<file path="src/common/lpm_pkg.sv">
// Shared constants and types for the low-power mode control link
package lpm_pkg;
  // ----------------------------------------
  // Clock and timing
  // ----------------------------------------
  localparam int CLK_MHZ = 200;
  localparam int RST_SETUP_US = 10;
  localparam int RST_HOLD_US = 10;
  localparam int SS_SETUP_MS = 10;
  localparam int SS_HOLD_US = 10;
  localparam int RST_SETUP_CYC = RST_SETUP_US * CLK_MHZ;
  localparam int RST_HOLD_CYC = RST_HOLD_US * CLK_MHZ;
  localparam int SS_SETUP_CYC = SS_SETUP_MS * 1000 * CLK_MHZ;
  localparam int SS_HOLD_CYC = SS_HOLD_US * CLK_MHZ;
  localparam int CNT_W = 22;
  // ----------------------------------------
  // Opcodes and addresses
  // ----------------------------------------
  localparam logic [7:0] OP_HALT = 8'h01;
  localparam logic [11:0] RESET_ADDR = 12'h000;
  localparam logic [11:0] IRQ_ADDR = 12'h003;
  localparam logic [11:0] PC_STEP = 12'h001;
  localparam logic [7:0] BYTE_ZERO = 8'h00;
  localparam logic [7:0] BYTE_ONES = 8'hff;
  // ----------------------------------------
  // States
  // ----------------------------------------
  typedef enum logic [2:0] {
    DV_RUN, DV_HALT, DV_IRQ_STEP, DV_PD_RAM, DV_PD_ALL, DV_WAIT
  } lpm_dev_state_t;
  typedef enum logic [2:0] {
    SV_IDLE, SV_RAM_SETUP, SV_RAM_PD, SV_RAM_HOLD,
    SV_ALL_SETUP, SV_ALL_PD, SV_ALL_HOLD
  } lpm_sup_state_t;
endpackage

</file>
<file path="src/common/lpm_if.sv">
// Pin-level link between the controller and its power supervisor
interface lpm_if;
  logic reset_n;
  logic single_step_n;
  logic power_save_n;
  logic ext_interrupt_n;
  logic ext_access;
  logic osc_running;
  logic osc_out;
  logic osc_in_oe;
  logic addr_latch_en;
  logic data_bus_oe;
  logic strobes_oe;
  logic counter_in0_oe;
  logic pullup_en;
  modport device (
    input reset_n, single_step_n, power_save_n, ext_interrupt_n,
    input ext_access,
    output osc_running, osc_out, osc_in_oe, addr_latch_en,
    output data_bus_oe, strobes_oe, counter_in0_oe, pullup_en
  );
  modport supervisor (
    output reset_n, single_step_n, power_save_n, ext_interrupt_n,
    output ext_access,
    input osc_running, osc_out, osc_in_oe, addr_latch_en,
    input data_bus_oe, strobes_oe, counter_in0_oe, pullup_en
  );
endinterface

</file>
<file path="src/verilog/lpm_device.sv">
// Controller end: run, halt, single step and power-down sequencing
// Function
// - Reset then power_save low stops oscillator
// - Power_save high then reset restarts at 0
// - Reset low 10 us before power_save
// - Reset low 10 us after power_save
// - Single_step then power_save low stops oscillator
// - Exit resumes from held state
// - Single_step low 10 ms before power_save
// - Single_step low 10 us after power_save
// - Opcode 01H enters halt
// - Halt keeps oscillator, freezes internal state (code holds pc but irq_enable_set and irq_enable_clr still change ie)
// - Reset during halt restarts at 000H
// - Enabled interrupt: one instruction, then service
// - Disabled interrupt: continue after halt
// - Power-down floats bus, pins, osc_out high
// - Stopped oscillator ignores reset, step, interrupt
// - Halt holds outputs, strobes high, latch low
// - Power_save is active-low power request
// - Single_step low waits after instruction
// - Reset clears interrupt enable
module lpm_device (
  input wire logic clock,
  lpm_if.device lnk,
  input wire logic [7:0] opcode,
  input wire logic instr_done,
  input wire logic irq_enable_set,
  input wire logic irq_enable_clr,
  output logic [11:0] expander_strobe_addr,
  output logic cpu_clk_en,
  output logic irq_enabled_state,
  output logic irq_service,
  output logic halted,
  output logic powered_down
);
  // ----------------------------------------
  // State
  // ----------------------------------------
  lpm_pkg::lpm_dev_state_t st_r, st_nxt;
  logic [11:0] pc_r, pc_nxt;
  logic ie_r, ie_nxt;
  logic svc_r, svc_nxt;
  logic osc_r, osc_nxt;
  logic ale_r, ale_nxt;
  logic bus_oe_r, bus_oe_nxt;
  logic strb_oe_r, strb_oe_nxt;
  logic t0_oe_r, t0_oe_nxt;
  logic run_r, run_nxt;
  logic halt_r, halt_nxt;
  logic pd_r, pd_nxt;
  logic stopped;
  // Stopped oscillator: only power_save_n is sampled
  assign stopped = (st_r == lpm_pkg::DV_PD_RAM) ||
                   (st_r == lpm_pkg::DV_PD_ALL);
  // ----------------------------------------
  // Next state: run control
  // ----------------------------------------
  always_comb begin
    st_nxt = st_r;
    pc_nxt = pc_r;
    ie_nxt = ie_r;
    svc_nxt = 1'b0;
    run_nxt = 1'b1;
    ale_nxt = 1'b0;
    // No instruction runs with the oscillator off
    if (irq_enable_set && !stopped) begin
      ie_nxt = 1'b1;
    end else if (irq_enable_clr && !stopped) begin
      ie_nxt = 1'b0;
    end
    case (st_r)
      lpm_pkg::DV_RUN: begin
        ale_nxt = instr_done;
        if (instr_done) begin
          pc_nxt = pc_r + lpm_pkg::PC_STEP;
        end
        if (!lnk.reset_n) begin
          pc_nxt = lpm_pkg::RESET_ADDR;
          ie_nxt = 1'b0;
          run_nxt = 1'b0;
          if (!lnk.power_save_n) begin
            st_nxt = lpm_pkg::DV_PD_RAM;
          end
        end else if (instr_done && opcode == lpm_pkg::OP_HALT) begin
          st_nxt = lpm_pkg::DV_HALT;
        end else if (!lnk.single_step_n && instr_done) begin
          // Step waits only at an instruction boundary
          st_nxt = lpm_pkg::DV_WAIT;
        end
      end
      lpm_pkg::DV_WAIT: begin
        run_nxt = 1'b0;
        if (!lnk.reset_n) begin
          pc_nxt = lpm_pkg::RESET_ADDR;
          ie_nxt = 1'b0;
          st_nxt = lpm_pkg::DV_RUN;
        end else if (!lnk.power_save_n) begin
          // Full-state entry only from a step wait
          st_nxt = lpm_pkg::DV_PD_ALL;
        end else if (lnk.single_step_n) begin
          st_nxt = lpm_pkg::DV_RUN;
        end
      end
      lpm_pkg::DV_HALT: begin
        run_nxt = 1'b0;
        if (!lnk.reset_n) begin
          pc_nxt = lpm_pkg::RESET_ADDR;
          ie_nxt = 1'b0;
          st_nxt = lpm_pkg::DV_RUN;
        end else if (!lnk.ext_interrupt_n) begin
          // Read on the free clock, so a halt can end
          st_nxt = ie_r ? lpm_pkg::DV_IRQ_STEP
                        : lpm_pkg::DV_RUN;
        end
      end
      lpm_pkg::DV_IRQ_STEP: begin
        // Reset still wins over the pending service entry
        if (!lnk.reset_n) begin
          pc_nxt = lpm_pkg::RESET_ADDR;
          ie_nxt = 1'b0;
          st_nxt = lpm_pkg::DV_RUN;
        end else if (instr_done) begin
          pc_nxt = lpm_pkg::IRQ_ADDR;
          svc_nxt = 1'b1;
          st_nxt = lpm_pkg::DV_RUN;
        end
      end
      lpm_pkg::DV_PD_RAM: begin
        // Oscillator off: only power_save_n is watched
        run_nxt = 1'b0;
        if (lnk.power_save_n) begin
          st_nxt = lpm_pkg::DV_RUN;
        end
      end
      lpm_pkg::DV_PD_ALL: begin
        run_nxt = 1'b0;
        if (lnk.power_save_n) begin
          st_nxt = lpm_pkg::DV_WAIT;
        end
      end
      default: begin
        st_nxt = lpm_pkg::DV_RUN;
      end
    endcase
    if (st_nxt == lpm_pkg::DV_HALT) begin
      ale_nxt = 1'b0;
    end
  end
  // ----------------------------------------
  // Next state: pin drive
  // ----------------------------------------
  // Pins follow the next state so they change with it, not a cycle late
  always_comb begin
    osc_nxt = !((st_nxt == lpm_pkg::DV_PD_RAM) ||
                (st_nxt == lpm_pkg::DV_PD_ALL));
    bus_oe_nxt = osc_nxt;
    strb_oe_nxt = osc_nxt;
    t0_oe_nxt = osc_nxt;
    halt_nxt = (st_nxt == lpm_pkg::DV_HALT);
    pd_nxt = !osc_nxt;
  end
  // ----------------------------------------
  // Registers: run control
  // ----------------------------------------
  // No reset term: the link reset pin is decoded in the next-state logic
  // Power-down leaves pc and ie untouched; halt holds pc but still lets irq_enable_set and irq_enable_clr change ie
  always_ff @(posedge clock) begin
    st_r <= st_nxt;
    pc_r <= pc_nxt;
    ie_r <= ie_nxt;
    svc_r <= svc_nxt;
    run_r <= run_nxt;
    ale_r <= ale_nxt;
  end
  // ----------------------------------------
  // Registers: pin drive
  // ----------------------------------------
  always_ff @(posedge clock) begin
    osc_r <= osc_nxt;
    bus_oe_r <= bus_oe_nxt;
    strb_oe_r <= strb_oe_nxt;
    t0_oe_r <= t0_oe_nxt;
    halt_r <= halt_nxt;
    pd_r <= pd_nxt;
  end
  // ----------------------------------------
  // Outputs
  // ----------------------------------------
  // Oscillator output idles high whenever the oscillator is stopped
  assign lnk.osc_running = osc_r;
  assign lnk.osc_out = 1'b1;
  assign lnk.osc_in_oe = 1'b0;
  assign lnk.addr_latch_en = ale_r;
  assign lnk.data_bus_oe = bus_oe_r;
  assign lnk.strobes_oe = strb_oe_r;
  assign lnk.counter_in0_oe = t0_oe_r;
  assign lnk.pullup_en = osc_r;
  assign expander_strobe_addr = pc_r;
  assign cpu_clk_en = run_r;
  assign irq_enabled_state = ie_r;
  assign irq_service = svc_r;
  assign halted = halt_r;
  assign powered_down = pd_r;
endmodule // lpm_device

</file>
<file path="src/flat_wrapper.sv">
// flat-port wrapper written by rule: the top's interface ports become plain ports
module lpm_device_flat 
  (clock, opcode, instr_done, irq_enable_set, irq_enable_clr, expander_strobe_addr, cpu_clk_en, irq_enabled_state, irq_service, halted, powered_down, lnk_reset_n, lnk_single_step_n, lnk_power_save_n, lnk_ext_interrupt_n, lnk_ext_access, lnk_osc_running, lnk_osc_out, lnk_osc_in_oe, lnk_addr_latch_en, lnk_data_bus_oe, lnk_strobes_oe, lnk_counter_in0_oe, lnk_pullup_en);
  lpm_if lnk_i ();
  input wire logic clock;
  input wire logic [7:0] opcode;
  input wire logic instr_done;
  input wire logic irq_enable_set;
  input wire logic irq_enable_clr;
  output logic [11:0] expander_strobe_addr;
  output logic cpu_clk_en;
  output logic irq_enabled_state;
  output logic irq_service;
  output logic halted;
  output logic powered_down;
  input wire logic [$bits(lnk_i.reset_n)-1:0] lnk_reset_n;
  input wire logic [$bits(lnk_i.single_step_n)-1:0] lnk_single_step_n;
  input wire logic [$bits(lnk_i.power_save_n)-1:0] lnk_power_save_n;
  input wire logic [$bits(lnk_i.ext_interrupt_n)-1:0] lnk_ext_interrupt_n;
  input wire logic [$bits(lnk_i.ext_access)-1:0] lnk_ext_access;
  output wire logic [$bits(lnk_i.osc_running)-1:0] lnk_osc_running;
  output wire logic [$bits(lnk_i.osc_out)-1:0] lnk_osc_out;
  output wire logic [$bits(lnk_i.osc_in_oe)-1:0] lnk_osc_in_oe;
  output wire logic [$bits(lnk_i.addr_latch_en)-1:0] lnk_addr_latch_en;
  output wire logic [$bits(lnk_i.data_bus_oe)-1:0] lnk_data_bus_oe;
  output wire logic [$bits(lnk_i.strobes_oe)-1:0] lnk_strobes_oe;
  output wire logic [$bits(lnk_i.counter_in0_oe)-1:0] lnk_counter_in0_oe;
  output wire logic [$bits(lnk_i.pullup_en)-1:0] lnk_pullup_en;
  assign lnk_i.reset_n = lnk_reset_n;
  assign lnk_i.single_step_n = lnk_single_step_n;
  assign lnk_i.power_save_n = lnk_power_save_n;
  assign lnk_i.ext_interrupt_n = lnk_ext_interrupt_n;
  assign lnk_i.ext_access = lnk_ext_access;
  assign lnk_osc_running = lnk_i.osc_running;
  assign lnk_osc_out = lnk_i.osc_out;
  assign lnk_osc_in_oe = lnk_i.osc_in_oe;
  assign lnk_addr_latch_en = lnk_i.addr_latch_en;
  assign lnk_data_bus_oe = lnk_i.data_bus_oe;
  assign lnk_strobes_oe = lnk_i.strobes_oe;
  assign lnk_counter_in0_oe = lnk_i.counter_in0_oe;
  assign lnk_pullup_en = lnk_i.pullup_en;
  lpm_device u_core (.clock(clock), .lnk(lnk_i), .opcode(opcode), .instr_done(instr_done), .irq_enable_set(irq_enable_set), .irq_enable_clr(irq_enable_clr), .expander_strobe_addr(expander_strobe_addr), .cpu_clk_en(cpu_clk_en), .irq_enabled_state(irq_enabled_state), .irq_service(irq_service), .halted(halted), .powered_down(powered_down));
endmodule
</file>
<file path="config.mk">
export PLATFORM = sky130hd
export DESIGN_NAME = lpm_device_flat
export DESIGN_NICKNAME = d
export VERILOG_FILES = /design/src/common/lpm_pkg.sv /design/src/common/lpm_if.sv /design/src/verilog/lpm_device.sv /design/src/flat_wrapper.sv
export SDC_FILE = /design/constraint.sdc
export NUM_CORES = 1
export LEC_CHECK = 0
export BUFFER_PORTS_ARGS = -buffer_cell sky130_fd_sc_hd__buf_2
export CAP_MARGIN = 20
export CORE_ASPECT_RATIO = 1.4
export CORE_UTILIZATION = 45
export CTS_CLUSTER_SIZE = 40
export DETAILED_ROUTE_END_ITERATION = 10
export PLACE_DENSITY = 0.73
export SLEW_MARGIN = 20
export SYNTH_ARGS = -nofsm -noshare
export SYNTH_HDL_FRONTEND = slang
export SYNTH_SLANG_ARGS = --single-unit
</file>
<file path="constraint.sdc">
create_clock -name clock -period 2.5 [get_ports clock]
set_clock_uncertainty 0.05 [all_clocks]
set_input_delay 0.125 -clock clock [delete_from_list [all_inputs] [get_ports clock]]
set_output_delay 0.125 -clock clock [all_outputs]
set_load 0.01 [all_outputs]
</file>
==> flow_metrics.tcl <==
set metrics [dict create \
    drt_iter0_drc 15 \
    htreeDepth 1 \
    synth.net_count 147 \
    num_antenna_cells 0 \
    fmax_mhz 573.2 \
    io_buffers 38 \
    post_drt_wl_per_cell_um 11.56 \
    hold_ws_ns 0.04078 \
    rsz0062_at_grt "no" \
    routed_wirelength_um 2289 \
    cts.sinks 22 \
    firstDrtPassIters 4 \
    finalPower_uw 1813 \
    yosysTopAreaCell "edfxtp_1" \
    num_rows 22 \
    pre_cts_slack_ns 0.7769 \
    netlist_top_cells_area "edfxtp_1, dfxtp_1, nor2_1, nand2_1, xor2_1" \
    core_area_mm2 0.002587 \
    ys_types 38 \
    synth.cell_area_mm2 0.001221 \
    syn_inst 129 \
    numCtsBuffers 3 \
    drc 0 \
    path_cells "and2b_4, o2bb2ai_1, a21oi_2, o221ai_4, mux2_4" \
    worst_skew_pair.late_latency_ns 0.31 \
    worst_ep_arrival_time_ns 1.91 \
    ir_worst_vdd_mv 0.5040 \
    status "finished clean" \
    path_max_fanout 12 \
    antenna_found_initial 0 \
    cts-resized-gates 0 \
    grt_pass1_wl_um 3705 \
    synth_seq_area_share_pct 45.90 \
    hpwl_um 1737 \
    worst_setup_path_end_kind "flop" \
    cts_root_buf "clkbuf_4" \
    cts_tree "yes" \
    postCtsSetupRepairBufs 0 \
    gr-usage-all-layers_pct 17.23 \
    slowest_stage "dfxtp_1" \
    grt_pass1_vias 915 \
    drtAntennaViolNets 0 \
    start_util_pct 47.20 \
    power.leakage_uw 0.0006107 \
    postSynthAreaPerCell_um2 9.466 \
    die_w_um 46.03 \
    drive_gt1_share_pct 31.48 \
    period_needed_ns 1.744 \
    maxSlewViolCount 0 \
    drv_cap 0 \
    ctsLongestPathBuffers 2 \
    route.vias.total 1005 \
    cpPeakStageDelay_ns 0.56 \
    post-route-period-util_pct 69.78 \
    dp_cells 194 \
    fin_cells 198 \
    path_clk_slew_ns 0.12 \
    required_ns 2.67 \
    synth-warning-count 0 \
    synth_enable_flop_cells 12 \
    hold_path_class "in2reg" \
    powerDensity_mw_per_mm2 1252 \
    grt_max_degree 14 \
    hold_viol_final 0 \
    setup_viol 0 \
    synth_top_area_share_pct 29.51 \
    crit_type "reg2reg" \
    ys_seq_elements 22 \
    startpoint_type "flop" \
    fillers 261 \
    postSynth.asyncResetShare_pct 0 \
    finalWeightedCongestion 0.7400 \
    hold_buffers 0 \
    finalWorstSetupSlack_ns 0.7556 \
    crit_family "flip-flops" \
    finalSetupTns_ns 0 \
    critPathBufInv 0 \
    overflow 0 \
    dieArea_mm2 0.002929 \
    ys.flop_type "edfxtp_1" \
    vias_per_cell 5.076 \
    die_h_um 63.64 \
    final_nets 181 \
    ios 42 \
    area_growth_pct 18.55 \
]
==> worst min-delay path, stage by stage <==
cell,delay (ns)
buf_2,0.12
nand3_1,0.08
a31oi_1,0.05
==> stage by stage <==
step	utilization, %	area, um^2
2_1_floorplan	-	1221
3_3_place_gp	53.92	1395
3_5_place_dp	53.92	1395
4_1_cts	55.95	1448
5_1_grt	55.95	1448
6_report	55.95	1448
==> cells in the mapped netlist, types with 2 or more instances <==
cell       instances
or3_1              2
a31oi_1            2
o2bb2ai_1          2
nand3_1            9
nor2_1            16
edfxtp_1          12
dfxtp_1           10
nor2b_1            3
a21oi_1            7
nor3_1             2
nand2_1           14
inv_1              4
o21ai_0            3
conb_1             2
buf_4              6
and3_1             2
buf_2              4
xnor2_1            4
xor2_1             6
==> power breakdown <==
group,internal [uW],switching (uW),total (uW)
clock network,162,112,274
registers,596,181,778
logic,343,418,761
==> registers in the layout, indices dropped and copies added, names as in the netlist <==
register	count
u_core.halted	1
u_core.lnk.addr_latch_en	1
u_core.lnk.osc_running	1
u_core.irq_service	1
u_core.st_r	3
u_core.irq_enabled_state	1
u_core.powered_down	1
u_core.cpu_clk_en	1
u_core.expander_strobe_addr	12
==> final timing paths <==
path	slack [ns]	to	from	depth (start not counted)
setup / recovery	0.76	u_core.lnk.osc_running	u_core.st_r[2]	5
hold / removal	0.04	u_core.lnk.addr_latch_en	instr_done	3
setup reg to reg	0.76	u_core.lnk.osc_running	u_core.st_r[2]	5
hold reg to reg	0.55	u_core.irq_enabled_state	u_core.st_r[0]	2
==> routing by layer <==
| layer | part of all wire [%] | track usage (%) |
|---|---|---|
| met3 | 4.5 | 3.152 |
| met4 | 1.1 | 9.191 |
| met2 | 51 | 29.40 |
| met5 | 0 | 0 |
| met1 | 43 | 18.95 |
==> logic make-up (layout without fill, tap and decap cells) <==
family                   after synthesis  in the layout  share of synthesized area (%)
AO/OA/AOI/OAI                         21             21                          12.91
multiplexers                           2              2                          2.049
adder cells (fa/ha/maj)                1              1                          1.024
flip-flops                            22             22                          45.90
buffers and inverters                 16             49                          7.786
AND/OR/NAND/NOR                       55             55                          22.54
XOR/XNOR                              10             10                          7.172
other                                  2              2                         0.6150
==> area by class of cell <==
cell class	instances	area, um^2	area share, %
Multi-Input combinational cell	91	565.5	39.07
Clock inverter	1	30.03	2.074
Tap cell	36	45.04	3.111
Clock buffer	3	22.52	1.556
Timing Repair Buffer	40	205.2	14.17
Sequential cell	22	560.5	38.72
Inverter	5	18.77	1.296
==> placed cells by master (no fill, tap or decap), types with 2 or more instances in the layout <==
| cell type | netlist | layout |
|---|---|---|
| buf_4 | 6 | 2 |
| xnor2_1 | 4 | 4 |
| o2bb2ai_1 | 2 | 2 |
| nand2_1 | 14 | 14 |
| nor3_1 | 2 | 2 |
| dfxtp_1 | 10 | 10 |
| a31oi_1 | 2 | 2 |
| nor2_1 | 16 | 16 |
| a21oi_1 | 7 | 7 |
| or3_1 | 2 | 2 |
| nor2b_1 | 3 | 3 |
| and3_1 | 2 | 2 |
| edfxtp_1 | 12 | 12 |
| buf_2 | 4 | 38 |
| conb_1 | 2 | 2 |
| clkbuf_4 | 0 | 3 |
| inv_1 | 4 | 4 |
| o21ai_0 | 3 | 3 |
| xor2_1 | 6 | 6 |
| nand3_1 | 9 | 9 |
Power figures use the tool's default switching activity.
